<file path="config.mk">
export PLATFORM = sky130hd
export DESIGN_NAME = transfer_pause
export DESIGN_NICKNAME = d
export VERILOG_FILES = /design/src/include/pause_pkg.sv /design/src/hdl/transfer_pause.sv /design/src/hdl/pin_sync.sv
export SDC_FILE = /design/constraint.sdc
export NUM_CORES = 1
export LEC_CHECK = 0
export BUFFER_PORTS_ARGS = -buffer_cell sky130_fd_sc_hd__clkbuf_2
export CAP_MARGIN = 10
export CORE_UTILIZATION = 48
export CTS_CLUSTER_SIZE = 14
export DETAILED_ROUTE_END_ITERATION = 12
export GPL_ROUTABILITY_DRIVEN = 1
export HOLD_SLACK_MARGIN = 0.12
export PLACE_DENSITY = 0.81
export SYNTH_ARGS = -nofsm -noshare
export SYNTH_HDL_FRONTEND = slang
export SYNTH_HIERARCHICAL = 1
export SYNTH_SLANG_ARGS = --single-unit
</file>
<file path="constraint.sdc">
create_clock -name aclk -period 4.5 [get_ports aclk]
set_clock_uncertainty 0.1 [all_clocks]
set_input_delay 0.9 -clock aclk [delete_from_list [all_inputs] [get_ports aclk]]
set_output_delay 0.9 -clock aclk [all_outputs]
set_load 0.1 [all_outputs]
</file>
<file path="src/include/pause_pkg.sv">
// Constants and types shared by the block-gap transfer pause logic.
package pause_pkg;

    // ************************************************************
    // Register indices and byte addresses
    // ************************************************************
    // Register indices; the byte address is four times the index.
    localparam logic [9:0] IDX_CTRL = 10'h02a;
    localparam logic [9:0] IDX_STAT = 10'h030;
    localparam logic [9:0] IDX_MASK = 10'h031;
    localparam logic [9:0] IDX_STATE = 10'h032;
    localparam int ADDR_W = 12;
    localparam logic [11:0] ADDR_CTRL = {IDX_CTRL, 2'b00};
    localparam logic [11:0] ADDR_STAT = {IDX_STAT, 2'b00};
    localparam logic [11:0] ADDR_MASK = {IDX_MASK, 2'b00};
    localparam logic [11:0] ADDR_STATE = {IDX_STATE, 2'b00};

    // ************************************************************
    // Field positions and reset values
    // ************************************************************
    localparam int CTRL_STOP = 0;
    localparam int CTRL_CONT = 1;
    localparam int CTRL_RWAIT = 2;
    localparam int CTRL_GAPINT = 3;
    localparam logic [7:0] CTRL_RESET = 8'h00;
    localparam int EV_W = 3;
    localparam int EV_HALT = 0;
    localparam int EV_RESUME = 1;
    localparam int EV_CARDINT = 2;
    localparam logic [2:0] EV_RESET = 3'h0;
    localparam logic [1:0] RESP_OKAY = 2'h0;
    localparam logic [1:0] RESP_SLVERR = 2'h2;

    // ************************************************************
    // State machine
    // ************************************************************
    typedef enum logic [1:0] {ST_RUN, ST_HALTED, ST_RESUME} gap_state_t;

endpackage

</file>
<file path="src/hdl/transfer_pause.sv">
// Block-gap pause and resume control with its AXI4-Lite register slave.
//
// Summary of operation
// - Bit 3 enables card interrupt detection at block gaps, 4-bit I/O only.
// - Bit 2 set holds reads via DAT2 read wait; clear stops card clock.
// - With read wait disabled, suspend and resume are not supported.
// - Writing one to the continue bit restarts a halted transfer; zero does nothing.
// - Continue clears itself when the halted direction's activity rises: data line for a read, write activity for a write.
// - Writes to the continue bit are ignored when the same write sets stop to one.
// - Stop bit halts any transfer mode at the next block gap.
// - Clearing both stop and continue never restarts the transfer.
// - Reads are halted by read wait or by stopping the card clock.
//
// Local design decision: the AXI4-Lite register port.
`timescale 1ns/1ps
module transfer_pause (
    input wire logic aclk,
    input wire logic aresetn,
    input wire logic [11:0] s_axi_awaddr,
    input wire logic [2:0] s_axi_awprot,
    input wire logic s_axi_awvalid,
    output logic s_axi_awready,
    input wire logic [31:0] s_axi_wdata,
    input wire logic [3:0] s_axi_wstrb,
    input wire logic s_axi_wvalid,
    output logic s_axi_wready,
    output logic [1:0] s_axi_bresp,
    output logic s_axi_bvalid,
    input wire logic s_axi_bready,
    input wire logic [11:0] s_axi_araddr,
    input wire logic [2:0] s_axi_arprot,
    input wire logic s_axi_arvalid,
    output logic s_axi_arready,
    output logic [31:0] s_axi_rdata,
    output logic [1:0] s_axi_rresp,
    output logic s_axi_rvalid,
    input wire logic s_axi_rready,
    input wire logic card_clk_pin,
    input wire logic card_dat1_pin,
    input wire logic xfer_active,
    input wire logic xfer_is_read,
    input wire logic bus_4bit,
    input wire logic card_is_io,
    input wire logic at_block_gap,
    input wire logic dat_line_active,
    input wire logic write_xfer_active,
    output logic gap_stop_req,
    output logic card_clk_hold,
    output logic dat2_o,
    output logic dat2_oe,
    output logic gap_int_sample,
    output logic suspend_ok,
    output logic irq
);

    // ************************************************************
    // Pin sampling
    // ************************************************************
    logic [1:0] pins_s;
    logic card_clk_prev_q;
    logic card_clk_rise;
    logic card_clk_fall;

    pin_sync u_pin_sync (
        .aclk(aclk),
        .aresetn(aresetn),
        .pin_in({card_dat1_pin, card_clk_pin}),
        .pin_sync_out(pins_s)
    );

    // The card clock is slow against aclk, so its edges are found by sampling.
    always_ff @(posedge aclk)
    begin
        if (!aresetn)
            card_clk_prev_q <= 1'b0;
        else
            card_clk_prev_q <= pins_s[0];
    end

    assign card_clk_rise = pins_s[0] & ~card_clk_prev_q;
    assign card_clk_fall = ~pins_s[0] & card_clk_prev_q;

    // ************************************************************
    // AXI4-Lite write channel
    // ************************************************************
    logic aw_full_q;
    logic w_full_q;
    logic [11:0] aw_addr_q;
    logic [31:0] w_data_q;
    logic [3:0] w_strb_q;
    logic wr_fire;
    logic wr_ctrl;
    logic wr_stat;
    logic wr_mask;

    // Address and data are captured independently, in either order.
    always_ff @(posedge aclk)
    begin
        if (!aresetn)
        begin
            aw_full_q <= 1'b0;
            w_full_q <= 1'b0;
            aw_addr_q <= 12'h000;
            w_data_q <= 32'h00000000;
            w_strb_q <= 4'h0;
        end
        else
        begin
            if (s_axi_awvalid && s_axi_awready)
            begin
                aw_full_q <= 1'b1;
                aw_addr_q <= s_axi_awaddr;
            end
            else if (wr_fire)
                aw_full_q <= 1'b0;
            if (s_axi_wvalid && s_axi_wready)
            begin
                w_full_q <= 1'b1;
                w_data_q <= s_axi_wdata;
                w_strb_q <= s_axi_wstrb;
            end
            else if (wr_fire)
                w_full_q <= 1'b0;
        end
    end

    assign wr_fire = aw_full_q & w_full_q & ~s_axi_bvalid;
    assign wr_ctrl = wr_fire & (aw_addr_q == pause_pkg::ADDR_CTRL) & w_strb_q[0];
    assign wr_stat = wr_fire & (aw_addr_q == pause_pkg::ADDR_STAT) & w_strb_q[0];
    assign wr_mask = wr_fire & (aw_addr_q == pause_pkg::ADDR_MASK) & w_strb_q[0];

    // Ready stays low while a word is held, which gives one write at a time.
    always_ff @(posedge aclk)
    begin
        if (!aresetn)
        begin
            s_axi_awready <= 1'b0;
            s_axi_wready <= 1'b0;
            s_axi_bvalid <= 1'b0;
            s_axi_bresp <= pause_pkg::RESP_OKAY;
        end
        else
        begin
            s_axi_awready <= ~aw_full_q & ~(s_axi_awvalid & s_axi_awready);
            s_axi_wready <= ~w_full_q & ~(s_axi_wvalid & s_axi_wready);
            if (wr_fire)
            begin
                s_axi_bvalid <= 1'b1;
                if (aw_addr_q == pause_pkg::ADDR_CTRL || aw_addr_q == pause_pkg::ADDR_STAT
                    || aw_addr_q == pause_pkg::ADDR_MASK || aw_addr_q == pause_pkg::ADDR_STATE)
                    s_axi_bresp <= pause_pkg::RESP_OKAY;
                else
                    s_axi_bresp <= pause_pkg::RESP_SLVERR;
            end
            else if (s_axi_bready)
                s_axi_bvalid <= 1'b0;
        end
    end

    // ************************************************************
    // Control register
    // ************************************************************
    logic stop_q;
    logic cont_q;
    logic rwait_en_q;
    logic gapint_en_q;
    logic cont_done;
    pause_pkg::gap_state_t state_q;
    logic halt_read_q;
    logic dat_active_prev_q;
    logic wr_active_prev_q;
    logic dat_rise;
    logic wr_rise;

    assign dat_rise = dat_line_active & ~dat_active_prev_q;
    assign wr_rise = write_xfer_active & ~wr_active_prev_q;
    // The restart is seen on the activity flag matching the halted direction.
    assign cont_done = (state_q == pause_pkg::ST_RESUME)
        & (halt_read_q ? dat_rise : wr_rise);

    always_ff @(posedge aclk)
    begin
        if (!aresetn)
        begin
            dat_active_prev_q <= 1'b0;
            wr_active_prev_q <= 1'b0;
        end
        else
        begin
            dat_active_prev_q <= dat_line_active;
            wr_active_prev_q <= write_xfer_active;
        end
    end

    // Stop and the enables store what software writes; reserved bits are not kept.
    always_ff @(posedge aclk)
    begin
        if (!aresetn)
        begin
            stop_q <= pause_pkg::CTRL_RESET[pause_pkg::CTRL_STOP];
            rwait_en_q <= pause_pkg::CTRL_RESET[pause_pkg::CTRL_RWAIT];
            gapint_en_q <= pause_pkg::CTRL_RESET[pause_pkg::CTRL_GAPINT];
        end
        else if (wr_ctrl)
        begin
            stop_q <= w_data_q[pause_pkg::CTRL_STOP];
            rwait_en_q <= w_data_q[pause_pkg::CTRL_RWAIT];
            gapint_en_q <= w_data_q[pause_pkg::CTRL_GAPINT];
        end
    end

    // A one is accepted only when the same write leaves stop at zero, so a
    // combined cancel works; a software set wins over the self-clear.
    always_ff @(posedge aclk)
    begin
        if (!aresetn)
            cont_q <= pause_pkg::CTRL_RESET[pause_pkg::CTRL_CONT];
        else if (wr_ctrl && w_data_q[pause_pkg::CTRL_CONT] && !w_data_q[pause_pkg::CTRL_STOP])
            cont_q <= 1'b1;
        else if (cont_done)
            cont_q <= 1'b0;
    end

    // ************************************************************
    // Pause state machine
    // ************************************************************
    logic [2:0] events;
    logic gap_window;

    always_ff @(posedge aclk)
    begin
        if (!aresetn)
        begin
            state_q <= pause_pkg::ST_RUN;
            halt_read_q <= 1'b0;
        end
        else
        begin
            case (state_q)
                pause_pkg::ST_RUN:
                begin
                    // Any transfer mode halts at the gap; DMA is not special.
                    if (stop_q && at_block_gap && xfer_active)
                    begin
                        state_q <= pause_pkg::ST_HALTED;
                        halt_read_q <= xfer_is_read;
                    end
                end
                pause_pkg::ST_HALTED:
                begin
                    // Without continue the halt holds even when stop is cleared.
                    if (cont_q && !stop_q)
                        state_q <= pause_pkg::ST_RESUME;
                end
                pause_pkg::ST_RESUME:
                begin
                    if (cont_done)
                        state_q <= pause_pkg::ST_RUN;
                end
                default:
                    state_q <= pause_pkg::ST_RUN;
            endcase
        end
    end

    // Interrupt sampling is only meaningful for a 4-bit bus to an I/O card.
    assign gap_window = gapint_en_q & bus_4bit & card_is_io & xfer_active
        & (at_block_gap | (state_q == pause_pkg::ST_HALTED));

    always_comb
    begin
        events = 3'h0;
        events[pause_pkg::EV_HALT] = (state_q == pause_pkg::ST_RUN) & stop_q
            & at_block_gap & xfer_active;
        events[pause_pkg::EV_RESUME] = cont_done;
        events[pause_pkg::EV_CARDINT] = gap_window & card_clk_rise & ~pins_s[1];
    end

    // ************************************************************
    // Card side holds
    // ************************************************************
    // Read wait changes DAT2 only on a falling card clock, so the card sees
    // a settled level at its sampling edge.
    always_ff @(posedge aclk)
    begin
        if (!aresetn)
        begin
            dat2_oe <= 1'b0;
            dat2_o <= 1'b0;
            card_clk_hold <= 1'b0;
            gap_stop_req <= 1'b0;
            gap_int_sample <= 1'b0;
            suspend_ok <= 1'b0;
        end
        else
        begin
            if (card_clk_fall)
                dat2_oe <= (state_q == pause_pkg::ST_HALTED) & halt_read_q & rwait_en_q;
            dat2_o <= 1'b0;
            card_clk_hold <= (state_q == pause_pkg::ST_HALTED) & halt_read_q & ~rwait_en_q;
            gap_stop_req <= stop_q;
            gap_int_sample <= gap_window;
            suspend_ok <= rwait_en_q;
        end
    end

    // ************************************************************
    // Interrupt status and mask
    // ************************************************************
    logic [2:0] stat_q;
    logic [2:0] mask_q;

    // A new event in the cycle of a clear keeps its bit set.
    always_ff @(posedge aclk)
    begin
        if (!aresetn)
        begin
            stat_q <= pause_pkg::EV_RESET;
            mask_q <= pause_pkg::EV_RESET;
            irq <= 1'b0;
        end
        else
        begin
            if (wr_stat)
                stat_q <= (stat_q & ~w_data_q[2:0]) | events;
            else
                stat_q <= stat_q | events;
            if (wr_mask)
                mask_q <= w_data_q[2:0];
            irq <= |(stat_q & mask_q);
        end
    end

    // ************************************************************
    // AXI4-Lite read channel
    // ************************************************************
    // Reads answer from registers; unmapped addresses read zero with SLVERR.
    always_ff @(posedge aclk)
    begin
        if (!aresetn)
        begin
            s_axi_arready <= 1'b0;
            s_axi_rvalid <= 1'b0;
            s_axi_rdata <= 32'h00000000;
            s_axi_rresp <= pause_pkg::RESP_OKAY;
        end
        else if (s_axi_rvalid)
        begin
            s_axi_arready <= 1'b0;
            if (s_axi_rready)
            begin
                s_axi_rvalid <= 1'b0;
                s_axi_arready <= 1'b1;
            end
        end
        else if (s_axi_arvalid && s_axi_arready)
        begin
            s_axi_arready <= 1'b0;
            s_axi_rvalid <= 1'b1;
            s_axi_rresp <= pause_pkg::RESP_OKAY;
            if (s_axi_araddr == pause_pkg::ADDR_CTRL)
                s_axi_rdata <= {28'h0000000, gapint_en_q, rwait_en_q, cont_q, stop_q};
            else if (s_axi_araddr == pause_pkg::ADDR_STAT)
                s_axi_rdata <= {29'h00000000, stat_q};
            else if (s_axi_araddr == pause_pkg::ADDR_MASK)
                s_axi_rdata <= {29'h00000000, mask_q};
            else if (s_axi_araddr == pause_pkg::ADDR_STATE)
                s_axi_rdata <= {29'h00000000, halt_read_q, state_q};
            else
            begin
                s_axi_rdata <= 32'h00000000;
                s_axi_rresp <= pause_pkg::RESP_SLVERR;
            end
        end
        else
            s_axi_arready <= 1'b1;
    end

endmodule

</file>
<file path="src/hdl/pin_sync.sv">
// Two-flop synchroniser for the card-side pins.
`timescale 1ns/1ps
module pin_sync (
    input wire logic aclk,
    input wire logic aresetn,
    input wire logic [1:0] pin_in,
    output logic [1:0] pin_sync_out
);

    logic [1:0] meta_q;

    // The first stage feeds only the second; nothing else looks at it.
    always_ff @(posedge aclk)
    begin
        if (!aresetn)
        begin
            meta_q <= 2'h0;
            pin_sync_out <= 2'h0;
        end
        else
        begin
            meta_q <= pin_in;
            pin_sync_out <= meta_q;
        end
    end

endmodule

</file>
---- After elaboration in Yosys (flattened, before gate mapping) ----
Cells that the tools add are included.
word-level totals
  flip-flop bits (word level) ............. 86
  latch bits .............................. 0
  bits in writable memories ............... 0
  bits in read-only memories .............. 0
  bits of input ports ..................... 82
  output and inout bits ................... 48
  memories ................................ 0
operators by class
  add/sub/neg operators ................... 0
  $mul .................................... 0
  divide/modulo/power cells ............... 0
  magnitude comparators ................... 0
  eq/ne operators ......................... 13
  shifts and indexed selects .............. 0
  mux-type cells .......................... 28
  bitwise logic cells ..................... 47
  reductions and logical operators ........ 22
operators by type and width
  cell                                                              count
  12-bit by 8-bit == test with 1-bit output, second input constant  8
  1-bit AND                                                         29
  2-bit two-way mux                                                 8
  1-bit two-way mux                                                 14
  3-bit two-way mux                                                 4
  1-bit inverter                                                    12
  1-bit logical AND                                                 8
  2-bit nonzero test                                                4
  3-bit AND                                                         2
  2-bit != test, second input constant                              3
  3-bit OR                                                          2
  2-bit case mux with 3 select lines                                1
  4-bit two-way mux                                                 1
  2-bit AND reduction                                               2
  1-bit logical OR                                                  3
  3-bit inverter                                                    1
  3-bit AND reduction                                               1
  3-bit OR reduction                                                1
  2-bit by 1-bit == test with 1-bit output, second input constant   1
  2-bit == test, second input constant                              1
  1-bit logical NOT                                                 2
  2-bit logical NOT                                                 1
  1-bit OR                                                          1

---- Logic depth before layout (Yosys ltp) ----
  depth after elaboration ................. 8
  gate-level depth with buffers ........... 5
  mapped depth without buffers ............ 4

---- Hierarchy ----
The synthesis kept the hierarchy.
modules (own cells, without submodules)
  module          times used  cells an instance  area each (um^2)
  transfer_pause  1           287                2376.0
  pin_sync        1           8                  105.1

---- Worst setup path after synthesis ----
OpenSTA, ideal clock, no wires.
  path type ............................... input to register
  start ................................... input port s_axi_araddr[11]
  end ..................................... register s_axi_rdata[3]
  library setup time ...................... 0.071 ns
  arrival ................................. 1.938 ns
  required time ........................... 4.329 ns
  path slack .............................. 2.391 ns
  stages .................................. 4
  cells stage by stage .................... or4b_1 > nor4_2 > nand3_1 > a21oi_1
between the ends
  longest elaborated chain between the ends .. 2
RTL lines
  what                                       RTL line               source
  start, declared                            transfer_pause.sv:30   input wire logic [11:0] s_axi_araddr,
  12-bit by 8-bit == test with 1-bit output  transfer_pause.sv:361  if (s_axi_araddr == pause_pkg::ADDR_CTRL)
  4-bit two-way mux                          transfer_pause.sv:361
  end signal, assigned                       transfer_pause.sv:362  s_axi_rdata <= {28'h0000000, gapint_en_q, rwait_en_q, cont_q, stop_q};
  end signal, assigned                       transfer_pause.sv:364  s_axi_rdata <= {29'h00000000, stat_q};
  end signal, assigned                       transfer_pause.sv:366  s_axi_rdata <= {29'h00000000, mask_q};
  end, declared                              transfer_pause.sv:34   output logic [31:0] s_axi_rdata,
Every way passes these cells.
A chain may end at the register's enable or synchronous reset.

---- Worst setup path after layout ----
  start ................................... register s_axi_wready
  end ..................................... output port s_axi_wready
RTL lines
  what                    RTL line               source
  start, declared         transfer_pause.sv:26   output logic s_axi_wready,
  start signal, assigned  transfer_pause.sv:145  s_axi_wready <= ~w_full_q & ~(s_axi_wvalid & s_axi_wready);
No word-level cell between the ends.

==> metrics.md <==
| Metric | Value |
|---|---|
| Status | `completed` |
| ANT cells | `0` |
| Largest cells by area after synthesis | `dfxtp_1 45%, buf_4 9.4%, nand2_1 7.4%, a21oi_1 5.6%, and2_1 2.3%` |
| Worst slew pin tran | `0.950 ns` |
| Core Util, Final | `between 50% and 60%` |
| Post-Route Setup TNS | `0 ns` |
| R2R depth | `4` |
| CP Cell Sequence | `clkbuf_2` |
| Final setup violating endpoints | `0` |
| Hold Buf Count CTS | `0` |
| Post-CTS resize count | `0` |
| Worst Setup Start Kind | `flip-flop` |
| Hold path start | `u_pin_sync/meta_q[0]$_SDFF_PN0_` |
| Crit Path Max Fanout | `7` |
| Post-layout instance area | `2810 sq um` |
| DPL Wire Length | `3.55 mm` |
| Via density | `4.92` |
| CTS tree | `built` |
| Io pins | `130` |
| Worst Path Required | `3.50 ns` |
| Pwr Density | `365 nW/um^2` |
| Fill cell count | `453` |
| Mapped Area | `2480 sq um` |
| Arr. time, crit path | `between 1 and 1.5 ns` |
| F_max | `446 MHz` |
| Vias in the first global route | `between 1500 and 2000` |
| Final Cycle Share | `49.8%` |
| Routed wire length per instance | `11.4 um` |
| Normalized max-slew margin | `36.6%` |
| Worst Path Buf+Inv | `1` |
| Delay-heaviest family, CP | `buffers and inverters` |
| Routed Antenna Nets | `0` |
| Core area | `just under 5000 sq um` |
| Clock latency at the later pin of the worst-skew pair | `around 0.31 ns` |
| Max stage delay on crit path | `0.50 ns` |
| Hold Crit Class | `reg -> reg` |
| Num CTS Buffers | `5` |
| CTS clk-pin slew, worst paths | `0.10 ns` |
| DRT Pass-1 Iters | `5` |
| Die area | `between 5000 and 6000 sq um` |
| Crit path capture | `s_axi_wready` |
| Layout Nets | `between 400 and 500` |
| Final min period | `2.24 ns` |
| Share of layout cells above drive strength 1 | `21.5%` |
| Crit path kind | `reg -> out` |
| Reg2reg end | `cont_q$_SDFFE_PN0P_` |
| Slowest cell on the critical path | `clkbuf_2` |
| First-pass GRT wire length | `7.60 mm` |
| Post-CTS Repair Setup Buffers | `0` |
| Gpl congestion | `approximately 0.82` |
| Synth Register Bits | `56` |
| Syn Area/Cell | `8.41 sq um` |
| Initial antenna violation count | `0` |
| GRT Residual Overflow | `0` |
| FP Rows | `25` |
| Crit path capture type | `primary output` |
| Storage element area | `~1100 sq um` |
| Synth Warn # | `6` |
| R2R setup slack | `roughly 2.8 ns` |
| Top-area cell type share of the netlist area | `between 40% and 50%` |
| Max Cap Violations | `0` |
| CTS HTree Levels | `2` |
| Dpl ws | `approximately 2 ns` |
| Maximum vdd ir drop | `0.000173 V` |
| Port bufs | `61` |
| Final std cells w/o fill | `420` |
| Pins Over Slew Limit | `0` |
| Initial Utilization | `51.2%` |
| Root Buffer | `clkbuf_8` |
| Critical path depth | `1` |
| Final Hold Fails | `0` |
| Total track usage | `approximately 18%` |
| Clock buffer depth | `2` |
| Sequential fraction of the synthesis area | `45.2%` |
| DRT iter0 DRCs | `53` |
| Num Clock Sinks | `56` |
| Post-synth top flop | `dfxtp_1` |
| Cells after Synth | `295` |
| Layout area overhead | `13.2%` |
| Die height | `73.9 um` |
| Largest net degree at the start of global routing | `34` |
| Routed WL | `4.77 mm` |
| RSZ-0062 raised after global routing | `false` |
| Worst Setup SP | `s_axi_wready$_SDFF_PN0_` |
| Area leader, netlist | `dfxtp_1` |
| DRC | `0` |
| Vias | `about 2100` |
| P_leak | `~1.2 nW` |
| Width of the chip | `between 70 and 80 um` |
| Post-synthesis cell type count | `41` |
| Final WS setup | `2.26 ns` |
| Area of the multi-input gates | `1150 sq um` |
| R2R Path Start | `aw_addr_q[11]$_SDFFE_PN0P_` |
| Placed Cells | `412` |
| Post-synth EDFFs | `0` |
| Async set or reset register ratio after synthesis | `0%` |
| Placed inst area | `2710 sq um` |
sequential cells by signal, indices dropped and copies added (netlist names), 2 cells and up:
register,count
state_q,2
u_pin_sync/pin_sync_out,2
stat_q,3
mask_q,3
aw_addr_q,12
s_axi_rdata,4
w_data_q,4
u_pin_sync/meta_q,2
cells in the final DEF, fill, tap and decap left out, types with 3 or more instances in the layout:
cell type	synthesis	layout
and3_1	3	3
nor2_1	10	10
nand2b_1	3	3
o22ai_1	5	5
clkbuf_8	0	6
clkbuf_2	1	61
nor4b_1	3	3
inv_1	13	13
and2_1	9	9
o21ai_0	11	11
nand3b_1	5	5
nand3_1	10	10
nand4_1	8	8
nand2_1	49	49
dfxtp_1	56	56
or2_2	3	3
mux2i_1	4	4
conb_1	1	31
o211ai_1	3	3
a21oi_1	28	28
nor2b_1	7	7
metal layers:
layer	routed length (um)	track usage, %	vias to the layer above	part of all wire, %
li1	-	-	1061	-
met1	2170	21.3	937	45
met2	2330	32.8	64	49
met3	226	3.84	6	4.7
met4	44	6.84	0	0.92
met5	0	0	-	0
area by class of cell:
| class | count | area share [%] |
|---|---|---|
| Sequential cell | 56 | 39.9 |
| Timing Repair Buffer | 61 | 10.9 |
| Multi-Input combinational cell | 215 | 41.0 |
| Inverter | 13 | 1.74 |
| Tap cell | 67 | 2.98 |
| Clock buffer | 6 | 2.94 |
| Clock inverter | 2 | 0.535 |
cells in the mapped netlist, types with 2 or more instances:
library cell  count
a21oi_1          28
a31oi_1           2
a41oi_1           2
and2_1            9
and3_1            3
buf_4            31
clkbuf_1          9
dfxtp_1          56
inv_1            13
mux2i_1           4
nand2_1          49
nand2b_1          3
nand3_1          10
nand3b_1          5
nand4_1           8
nor2_1           10
nor2b_1           7
nor3_1            2
nor4b_1           3
o211ai_1          3
o21a_1            2
o21ai_0          11
o22ai_1           5
or2_2             3
metrics by stage:
| step | power, W | hold WS [ns] |
|---|---|---|
| after floorplan | 0.000734 | 0.306 |
| after global placement | 0.000744 | 0.311 |
| after detailed placement | 0.000747 | 0.315 |
| after CTS | 0.00103 | 0.339 |
| after global routing | 0.00107 | 0.369 |
| final | 0.00102 | 0.335 |
how the worst min path moves through the flow:
stage / cells after the start / slack (ns) / end
2_1_floorplan: 1 / 0.31 / u_pin_sync/pin_sync_out[0]$_SDFF_PN0_
3_3_place_gp: 1 / 0.31 / u_pin_sync/pin_sync_out[0]$_SDFF_PN0_
3_5_place_dp: 1 / 0.32 / u_pin_sync/pin_sync_out[0]$_SDFF_PN0_
4_1_cts: 1 / 0.34 / u_pin_sync/pin_sync_out[0]$_SDFF_PN0_
5_1_grt: 1 / 0.37 / u_pin_sync/pin_sync_out[1]$_SDFF_PN0_
6_report: 1 / 0.34 / u_pin_sync/pin_sync_out[0]$_SDFF_PN0_
power breakdown:
part           switching (W)  internal (W)
Clock               0.000164      0.000125
Combinational       0.000180     0.0000332
Sequential         0.0000116      0.000511
cell families (layout without fill, tap and decap cells):
logic type	after synthesis	count (layout)	share of synthesized area, %
simple gates	123	123	26.9
compound gates	57	57	13.3
flops	56	56	45.2
buf+inv	54	82	12.9
mux	4	4	1.61
other cells	1	31	0.151
Note: power is estimated with default switching activity, not from simulation.
